[src/shared/acc_pkg.sv]
// Package of constants and types for the converter control block.
package acc_pkg;
  // Register byte offset of the converter control register.
  localparam logic [7:0] CONV_CTRL_OFFSET = 8'h00;
  // Register byte offset of the status register.
  localparam logic [7:0] CONV_STAT_OFFSET = 8'h04;
  // Reset value of the control register.
  localparam logic [15:0] CONV_CTRL_RESET = 16'h0600;
  // Field positions inside the control register.
  localparam int CLK_SPEED_LSB = 10;
  localparam int ACQ_TIME_LSB = 8;
  localparam int START_EN_BIT = 7;
  localparam int BUSY_EN_BIT = 6;
  localparam int POWER_BIT = 5;
  localparam int CONV_MODE_LSB = 3;
  localparam int CONV_TYPE_LSB = 0;
  // Mask of writable control bits; bits 15:13 are reserved.
  localparam logic [15:0] CONV_CTRL_MASK = 16'h1FFF;
  // Conversion type codes.
  localparam logic [2:0] TYPE_START_PIN = 3'h0;
  localparam logic [2:0] TYPE_TIMER_ONE = 3'h1;
  localparam logic [2:0] TYPE_TIMER_ZERO = 3'h2;
  localparam logic [2:0] TYPE_SW_SINGLE = 3'h3;
  localparam logic [2:0] TYPE_SW_CONT = 3'h4;
  localparam logic [2:0] TYPE_LOGIC_ARRAY = 3'h5;
  // Number of converter clocks spent after acquisition (bit trials).
  localparam logic [4:0] CONV_EXTRA_CLOCKS = 5'h13;
  // Power-up settling time in nanoseconds and in system clocks.
  localparam int POWER_UP_NS = 5000;
  localparam int CLOCK_PERIOD_NS = 10;
  localparam int POWER_UP_CYCLES = (POWER_UP_NS + CLOCK_PERIOD_NS - 1)
    / CLOCK_PERIOD_NS;
  // Sequencer states.
  typedef enum logic [1:0] {ACC_IDLE, ACC_ACQUIRE, ACC_CONVERT} acc_state_t;
endpackage

[src/verilog/acc_conversion_control.sv]
// Converter control register, clock divider and conversion sequencer.
`timescale 1ns/1ns
// Behaviour
// Clock field codes 001..101 divide by 2..32.
// Clock code 000 passes base clock undivided.
// Acquisition field selects 2, 4, 8, 16 clocks.
// Start enable gates starts, not running continuous.
// Busy enable gates the busy output pin.
// Power bit selects normal or power-down; 5us settle.
// Mode 00 single-ended, 01 differential, 11 reserved.
// Mode 10 selects pseudo differential input.
// Type 000 pin, 001 timer one, 010 timer zero.
// Type 011 single software, then rewrites 000.
// Type 100 converts back to back continuously.
// Type 101 triggers from the logic array.
// Software clears start enable after single launch.
// Busy held from acquisition start until result.
module acc_conversion_control (
  // Clock and reset.
  input wire logic i_clock,
  input wire logic i_rst,
  // AXI4-Lite write address and data channels.
  input wire logic [7:0] i_awaddr,
  input wire logic i_awvalid,
  output logic o_awready,
  input wire logic [31:0] i_wdata,
  input wire logic [3:0] i_wstrb,
  input wire logic i_wvalid,
  output logic o_wready,
  // AXI4-Lite write response channel.
  output logic [1:0] o_bresp,
  output logic o_bvalid,
  input wire logic i_bready,
  // AXI4-Lite read channels.
  input wire logic [7:0] i_araddr,
  input wire logic i_arvalid,
  output logic o_arready,
  output logic [31:0] o_rdata,
  output logic [1:0] o_rresp,
  output logic o_rvalid,
  input wire logic i_rready,
  // Trigger sources, sampled as levels on converter ticks while idle.
  input wire logic i_conversion_start_pin,
  input wire logic i_general_timer_one,
  input wire logic i_general_timer_zero,
  input wire logic i_logic_array_trigger,
  // Analog core interface.
  output logic o_converter_power,
  output logic [1:0] o_conv_mode,
  output logic o_converter_base_tick,
  output logic o_sample,
  output logic o_result_strobe,
  // External busy pin.
  output logic o_converter_busy_pin
);
  // Control register and its fields.
  logic [15:0] ctrl_reg;
  logic [2:0] clk_code;
  logic [1:0] acq_code;
  logic [2:0] type_code;
  // Write channel latches for either-order acceptance.
  logic aw_have_reg;
  logic w_have_reg;
  logic [7:0] aw_addr_reg;
  logic [31:0] w_data_reg;
  logic [3:0] w_strb_reg;
  logic do_write;
  // Divider and sequencer state.
  logic [4:0] div_cnt_reg;
  logic [4:0] div_limit;
  logic conv_tick;
  acc_pkg::acc_state_t state_reg;
  logic [4:0] phase_cnt_reg;
  logic [4:0] acq_limit;
  logic trigger;
  logic single_done;
  // Power-up settle counter; status shows when settled.
  logic [15:0] pwr_cnt_reg;
  logic pwr_ready;

  assign clk_code = ctrl_reg[acc_pkg::CLK_SPEED_LSB +: 3];
  assign acq_code = ctrl_reg[acc_pkg::ACQ_TIME_LSB +: 2];
  assign type_code = ctrl_reg[acc_pkg::CONV_TYPE_LSB +: 3];
  assign do_write = aw_have_reg && w_have_reg && !o_bvalid;
  assign pwr_ready = (pwr_cnt_reg == 16'(acc_pkg::POWER_UP_CYCLES));

  // Divider limit: terminal count per clock code; 000 is undivided.
  always_comb begin
    case (clk_code)
      3'h0: div_limit = 5'h00;
      3'h1: div_limit = 5'h01;
      3'h2: div_limit = 5'h03;
      3'h3: div_limit = 5'h07;
      3'h4: div_limit = 5'h0F;
      3'h5: div_limit = 5'h1F;
      default: div_limit = 5'h01; // Unused codes behave as the default.
    endcase
  end

  // Acquisition length in converter clocks, minus one.
  always_comb begin
    case (acq_code)
      2'h0: acq_limit = 5'h01;
      2'h1: acq_limit = 5'h03;
      2'h2: acq_limit = 5'h07;
      default: acq_limit = 5'h0F;
    endcase
  end

  // Trigger selection; starts are only honoured with enable and power.
  always_comb begin
    case (type_code)
      acc_pkg::TYPE_START_PIN: trigger = i_conversion_start_pin;
      acc_pkg::TYPE_TIMER_ONE: trigger = i_general_timer_one;
      acc_pkg::TYPE_TIMER_ZERO: trigger = i_general_timer_zero;
      acc_pkg::TYPE_SW_SINGLE: trigger = 1'b1;
      acc_pkg::TYPE_SW_CONT: trigger = 1'b1;
      acc_pkg::TYPE_LOGIC_ARRAY: trigger = i_logic_array_trigger;
      default: trigger = 1'b0; // Unused codes never start.
    endcase
  end

  // Base clock divider producing one-cycle converter ticks.
  always_ff @(posedge i_clock) begin
    if (i_rst) begin
      div_cnt_reg <= 5'h00;
      conv_tick <= 1'b0;
    end else if (div_cnt_reg >= div_limit) begin
      div_cnt_reg <= 5'h00;
      conv_tick <= 1'b1;
    end else begin
      div_cnt_reg <= div_cnt_reg + 5'h01;
      conv_tick <= 1'b0;
    end
  end

  // Power settle counter restarts whenever power is off.
  always_ff @(posedge i_clock) begin
    if (i_rst || !ctrl_reg[acc_pkg::POWER_BIT]) begin
      pwr_cnt_reg <= 16'h0000;
    end else if (!pwr_ready) begin
      pwr_cnt_reg <= pwr_cnt_reg + 16'h0001;
    end
  end

  // Conversion sequencer: acquire, then a fixed number of trial clocks.
  always_ff @(posedge i_clock) begin
    if (i_rst) begin
      state_reg <= acc_pkg::ACC_IDLE;
      phase_cnt_reg <= 5'h00;
      single_done <= 1'b0;
    end else begin
      single_done <= 1'b0;
      case (state_reg)
        acc_pkg::ACC_IDLE: begin
          // Disabled start blocks new conversions.
          // A finished single start waits for its type rewrite to land.
          if (conv_tick && trigger && ctrl_reg[acc_pkg::START_EN_BIT] &&
              ctrl_reg[acc_pkg::POWER_BIT] && !single_done) begin
            state_reg <= acc_pkg::ACC_ACQUIRE;
            phase_cnt_reg <= 5'h00;
          end
        end
        acc_pkg::ACC_ACQUIRE: begin
          if (conv_tick) begin
            if (phase_cnt_reg == acq_limit) begin
              state_reg <= acc_pkg::ACC_CONVERT;
              phase_cnt_reg <= 5'h00;
            end else begin
              phase_cnt_reg <= phase_cnt_reg + 5'h01;
            end
          end
        end
        acc_pkg::ACC_CONVERT: begin
          if (conv_tick) begin
            if (phase_cnt_reg == acc_pkg::CONV_EXTRA_CLOCKS - 5'h01) begin
              single_done <= (type_code == acc_pkg::TYPE_SW_SINGLE);
              // Continuous mode restarts regardless of start enable.
              if (type_code == acc_pkg::TYPE_SW_CONT &&
                  ctrl_reg[acc_pkg::POWER_BIT]) begin
                state_reg <= acc_pkg::ACC_ACQUIRE;
              end else begin
                state_reg <= acc_pkg::ACC_IDLE;
              end
              phase_cnt_reg <= 5'h00;
            end else begin
              phase_cnt_reg <= phase_cnt_reg + 5'h01;
            end
          end
        end
        default: state_reg <= acc_pkg::ACC_IDLE;
      endcase
      // Power-down abandons any conversion that is still in flight.
      if (!ctrl_reg[acc_pkg::POWER_BIT]) begin
        state_reg <= acc_pkg::ACC_IDLE;
        phase_cnt_reg <= 5'h00;
      end
    end
  end

  // Analog-side outputs, all registered.
  always_ff @(posedge i_clock) begin
    if (i_rst) begin
      o_converter_base_tick <= 1'b0;
      o_sample <= 1'b0;
      o_result_strobe <= 1'b0;
      o_converter_busy_pin <= 1'b0;
      o_converter_power <= 1'b0;
      o_conv_mode <= 2'h0;
    end else begin
      o_converter_base_tick <= conv_tick;
      // Sampling is never shown to a core that is being powered down.
      o_sample <= (state_reg == acc_pkg::ACC_ACQUIRE) &&
        ctrl_reg[acc_pkg::POWER_BIT];
      o_result_strobe <= conv_tick && (state_reg == acc_pkg::ACC_CONVERT)
        && (phase_cnt_reg == acc_pkg::CONV_EXTRA_CLOCKS - 5'h01);
      // Busy covers acquisition and trials, only when enabled.
      o_converter_busy_pin <= ctrl_reg[acc_pkg::BUSY_EN_BIT] &&
        (state_reg != acc_pkg::ACC_IDLE);
      o_converter_power <= ctrl_reg[acc_pkg::POWER_BIT];
      // Mode 00/01/10 pass to the core; 11 is reserved, held as 00.
      if (ctrl_reg[acc_pkg::CONV_MODE_LSB +: 2] == 2'h3) begin
        o_conv_mode <= 2'h0;
      end else begin
        o_conv_mode <= ctrl_reg[acc_pkg::CONV_MODE_LSB +: 2];
      end
    end
  end

  // Control register: software write, and single-type self rewrite.
  always_ff @(posedge i_clock) begin
    if (i_rst) begin
      ctrl_reg <= acc_pkg::CONV_CTRL_RESET;
    end else begin
      if (do_write && aw_addr_reg == acc_pkg::CONV_CTRL_OFFSET) begin
        if (w_strb_reg[0]) begin
          ctrl_reg[7:0] <= w_data_reg[7:0];
        end
        if (w_strb_reg[1]) begin
          ctrl_reg[15:8] <= w_data_reg[15:8] & acc_pkg::CONV_CTRL_MASK[15:8];
        end
      end
      // Hardware rewrite wins over a same-cycle software write.
      if (single_done) begin
        ctrl_reg[acc_pkg::CONV_TYPE_LSB +: 3] <= acc_pkg::TYPE_START_PIN;
      end
    end
  end

  // Write address and data are each latched on their own handshake.
  always_ff @(posedge i_clock) begin
    if (i_rst) begin
      aw_have_reg <= 1'b0;
      w_have_reg <= 1'b0;
      aw_addr_reg <= 8'h00;
      w_data_reg <= 32'h00000000;
      w_strb_reg <= 4'h0;
      o_awready <= 1'b0;
      o_wready <= 1'b0;
      o_bvalid <= 1'b0;
      o_bresp <= 2'h0;
    end else begin
      o_awready <= !aw_have_reg && !(o_awready && i_awvalid);
      o_wready <= !w_have_reg && !(o_wready && i_wvalid);
      if (o_awready && i_awvalid) begin
        aw_have_reg <= 1'b1;
        aw_addr_reg <= i_awaddr;
      end
      if (o_wready && i_wvalid) begin
        w_have_reg <= 1'b1;
        w_data_reg <= i_wdata;
        w_strb_reg <= i_wstrb;
      end
      // Response once both halves are in; unmapped gives SLVERR.
      if (do_write) begin
        o_bvalid <= 1'b1;
        o_bresp <= (aw_addr_reg == acc_pkg::CONV_CTRL_OFFSET) ? 2'h0 : 2'h2;
      end else if (o_bvalid && i_bready) begin
        o_bvalid <= 1'b0;
        aw_have_reg <= 1'b0;
        w_have_reg <= 1'b0;
      end
    end
  end

  // Read channel: control register, status register, else SLVERR.
  always_ff @(posedge i_clock) begin
    if (i_rst) begin
      o_arready <= 1'b0;
      o_rvalid <= 1'b0;
      o_rdata <= 32'h00000000;
      o_rresp <= 2'h0;
    end else begin
      o_arready <= !o_rvalid && !(o_arready && i_arvalid);
      if (o_arready && i_arvalid) begin
        o_rvalid <= 1'b1;
        if (i_araddr == acc_pkg::CONV_CTRL_OFFSET) begin
          o_rdata <= {16'h0000, ctrl_reg};
          o_rresp <= 2'h0;
        end else if (i_araddr == acc_pkg::CONV_STAT_OFFSET) begin
          o_rdata <= {29'h00000000, pwr_ready,
            state_reg == acc_pkg::ACC_CONVERT,
            state_reg != acc_pkg::ACC_IDLE};
          o_rresp <= 2'h0;
        end else begin
          o_rdata <= 32'h00000000;
          o_rresp <= 2'h2;
        end
      end else if (o_rvalid && i_rready) begin
        o_rvalid <= 1'b0;
      end
    end
  end
endmodule // acc_conversion_control

[config.mk]
export PLATFORM = sky130hd
export DESIGN_NAME = acc_conversion_control
export DESIGN_NICKNAME = d
export VERILOG_FILES = /design/src/shared/acc_pkg.sv /design/src/verilog/acc_conversion_control.sv
export SDC_FILE = /design/constraint.sdc
export NUM_CORES = 1
export LEC_CHECK = 0
export ABC_AREA = 1
export BUFFER_PORTS_ARGS = -buffer_cell sky130_fd_sc_hd__buf_2
export CAP_MARGIN = 15
export CORE_MARGIN = 2
export CORE_UTILIZATION = 50
export CTS_BUF_LIST = sky130_fd_sc_hd__clkbuf_2
export DETAILED_ROUTE_END_ITERATION = 16
export PLACE_DENSITY = 0.86
export SYNTH_ARGS = -nofsm -noshare
export SYNTH_HDL_FRONTEND = slang
export SYNTH_SLANG_ARGS = --single-unit
export TNS_END_PERCENT = 50
[constraint.sdc]
create_clock -name i_clock -period 2.1 [get_ports i_clock]
set_clock_uncertainty 0.15 [all_clocks]
set_input_delay 0.21 -clock i_clock [delete_from_list [all_inputs] [get_ports i_clock]]
set_output_delay 0.21 -clock i_clock [all_outputs]
set_load 0.005 [all_outputs]
==> results_dict.tcl <==
set metrics [dict create \
    outcome "complete, but fails checks" \
    violations "setup timing" \
    grt_start_max_net_pins 39 \
    post-place-ws_ns -0.190 \
    syn_inst 569 \
    setup.worst_path.end_class "register" \
    ys_seq_area_frac 0.439 \
    p_int_w 0.00254 \
    dieArea_mm2 0.00942 \
    power_frac_comb 0.137 \
    first_pass_iters 5 \
    chipWidth_um 97.0 \
    clk_latency_ns 0.56 \
    rsz0062_at_grt "yes" \
    drive_above_1_share 0.189 \
    synth_top_area_cell "dfxtp_1" \
    p_sw_frac 0.269 \
    drc_errors 0 \
    nets 772 \
    place_hpwl_um 6990 \
    cp_max_fo 5 \
    vdd_ir_drop_max_mv 0.389 \
    drv_slew 0 \
    power_density_mw_per_mm2 642 \
    wl_per_cell_um 13.4 \
    min_path_type "in -> reg" \
    async_flop_share 0 \
    die_h_um 97.0 \
    synth_area_mm2 0.00433 \
    grt_pass1_wl_um 18100 \
    fp.coreArea_mm2 0.00830 \
    clockBufferDepth 2 \
    drtAntennaViolNets 0 \
    power_leakage_nw 2.44 \
    finalPower_w 0.00347 \
    setup_viol 5 \
    synth_area_leaders "dfxtp_1 44%, nor2_1 9.5%, nand2_1 6.1%" \
    h-tree-depth 3 \
    max_freq_ghz 0.454 \
    vias_per_cell 5.18 \
    vias 4171 \
    avgSynthCellArea_um2 7.61 \
    drtIter0Drc 218 \
    placed_area_mm2 0.00471 \
    min_period_ns 2.20 \
    ys_seq_elements 95 \
    area_growth_pct 25.1 \
    netlist.area_leader.share 0.439 \
    finalSetupTns_ns -0.307 \
    antenna_found_initial 0 \
    clkPwrFrac 0.298 \
    synth_edf_count 0 \
    antenna_cells 0 \
    finalWorstSetupSlack_ns -0.104 \
    switching_power_w 0.000935 \
    synth_ff_type "dfxtp_1" \
    yosysMostFrequentCell "nor2_1" \
    start_util 0.521 \
    largest_reg_flops 16 \
    gr-usage-all-layers 0.231 \
    synth_cell_types 40 \
    sequentialPowerShare 0.565 \
    met3_length_um 764 \
    root_buffer "clkbuf_2" \
    yosys_warnings 0 \
    top_layer_used "met4" \
    clk_pin_slew_ns 0.30 \
    critPathArrivalTime_ns 2.52 \
    fin_area_mm2 0.00542 \
    finalHoldViolations 0 \
    critPathRequiredTime_ns 2.41 \
    grt_pass1_vias 4025 \
    period_share 1.05 \
    synth_top_cells_by_count "110 x nor2_1, 95 x dfxtp_1, 70 x nand2_1" \
    ioPinCount 111 \
    startpoint_type "register" \
    io_buffers 68 \
    met2_length_um 5560 \
    rows 33 \
    cap_violations 0 \
    place.gp.congestion 0.840 \
    timing.hold.ws_ns 0.0564 \
    clock_sinks 95 \
    grt_overflow_total 0 \
    finalWirelength_um 10700 \
    m1WireLength_um 4230 \
    worst-setup-path-type "reg -> reg" \
    numCtsBuffers 9 \
    cts_tree "built" \
]
cell families after synthesis:
group / after synthesis / synth area share
and+or+nand+nor: 249 / 0.258
adders and majority gates: 14 / 0.0405
xor gates and xnor gates: 7 / 0.0142
AOI/OAI and AO/OA: 104 / 0.138
other: 1 / 0.000866
DFF: 95 / 0.439
buffers and inverters: 99 / 0.109
worst paths after layout:
| path | endpoint | slack (ns) | cells past startpoint | from |
|---|---|---|---|---|
| worst max-delay path | div_cnt_reg[2]$_SDFF_PP0_ | -0.10 | 9 | ctrl_reg[12]$_SDFFE_PP0P_ |
| worst min-delay path | o_rdata[0]$_SDFFE_PP0P_ | 0.06 | 8 | i_araddr[6] |
| worst max register to register | div_cnt_reg[2]$_SDFF_PP0_ | -0.10 | 9 | ctrl_reg[12]$_SDFFE_PP0P_ |
| worst min register to register | o_awready$_SDFF_PP0_ | 0.31 | 1 | aw_have_reg$_SDFF_PP0_ |
cell type report:
class | count | area, um2
fillers | 662 | 2880
multi-input cells | 395 | 2060
flip-flops and latches | 95 | 1910
repair buffers | 131 | 938
inverters | 63 | 236
well taps | 105 | 131
clock inverters | 6 | 93.8
clock buffers | 10 | 50.0
power by group through the flow:
stage               sequential (W)  clock [W]  combinational, W
floorplan                  0.00198          0          0.000276
global placement           0.00199          0          0.000354
detailed placement         0.00199          0          0.000378
CTS                        0.00196    0.00104          0.000455
global route               0.00197    0.00113          0.000542
finish                     0.00196    0.00103          0.000478
per-stage QoR:
step | util | cells
5_1_grt | 0.652 | 805
3_5_place_dp | 0.568 | 736
2_1_floorplan | - | 589
3_3_place_gp | 0.568 | 736
6_report | 0.652 | 805
4_1_cts | 0.651 | 805
placed cells by master, fill, tap and decap left out, types with 3 or more instances in the layout:
cell	instances
dlygate4sd3_1	50
nand2_2	5
o211ai_1	3
a211oi_1	3
o21bai_1	4
nand3_2	4
nand2_1	70
ha_1	13
nor2_4	3
nand4_1	14
nand3_1	19
nor2_1	110
buf_4	13
inv_2	5
dfxtp_1	92
clkbuf_2	10
xor2_1	6
nor3_1	15
a211oi_2	3
inv_1	56
a21oi_1	31
conb_1	21
dfxtp_2	3
buf_2	68
o21ai_0	47
repair_timing:
action,CTS,global route
gates resized for setup,10,1
gates cloned,0,0
hold buffers,50,0
endpoints found under the hold margin,58,0
setup endpoints to repair,6,6
setup buffers,3,0
pin swaps,1,1
metal layers:
layer / up-vias / track usage
met1: 1918 / 0.261
met4: 0 / 0.0683
met5: - / 0
met3: 23 / 0.0607
met2: 169 / 0.424
li1: 2061 / -
critical path: stages (launching register included):
cell and delay [ns]:
dfxtp_2 0.44, inv_2 0.06, o21ai_2 0.18, a21oi_2 0.06
o21bai_1 0.15, ha_1 0.31, a21o_1 0.20, a31oi_2 0.16
nand4_1 0.21, nor3_1 0.19
(Power assumes the default switching activity.)
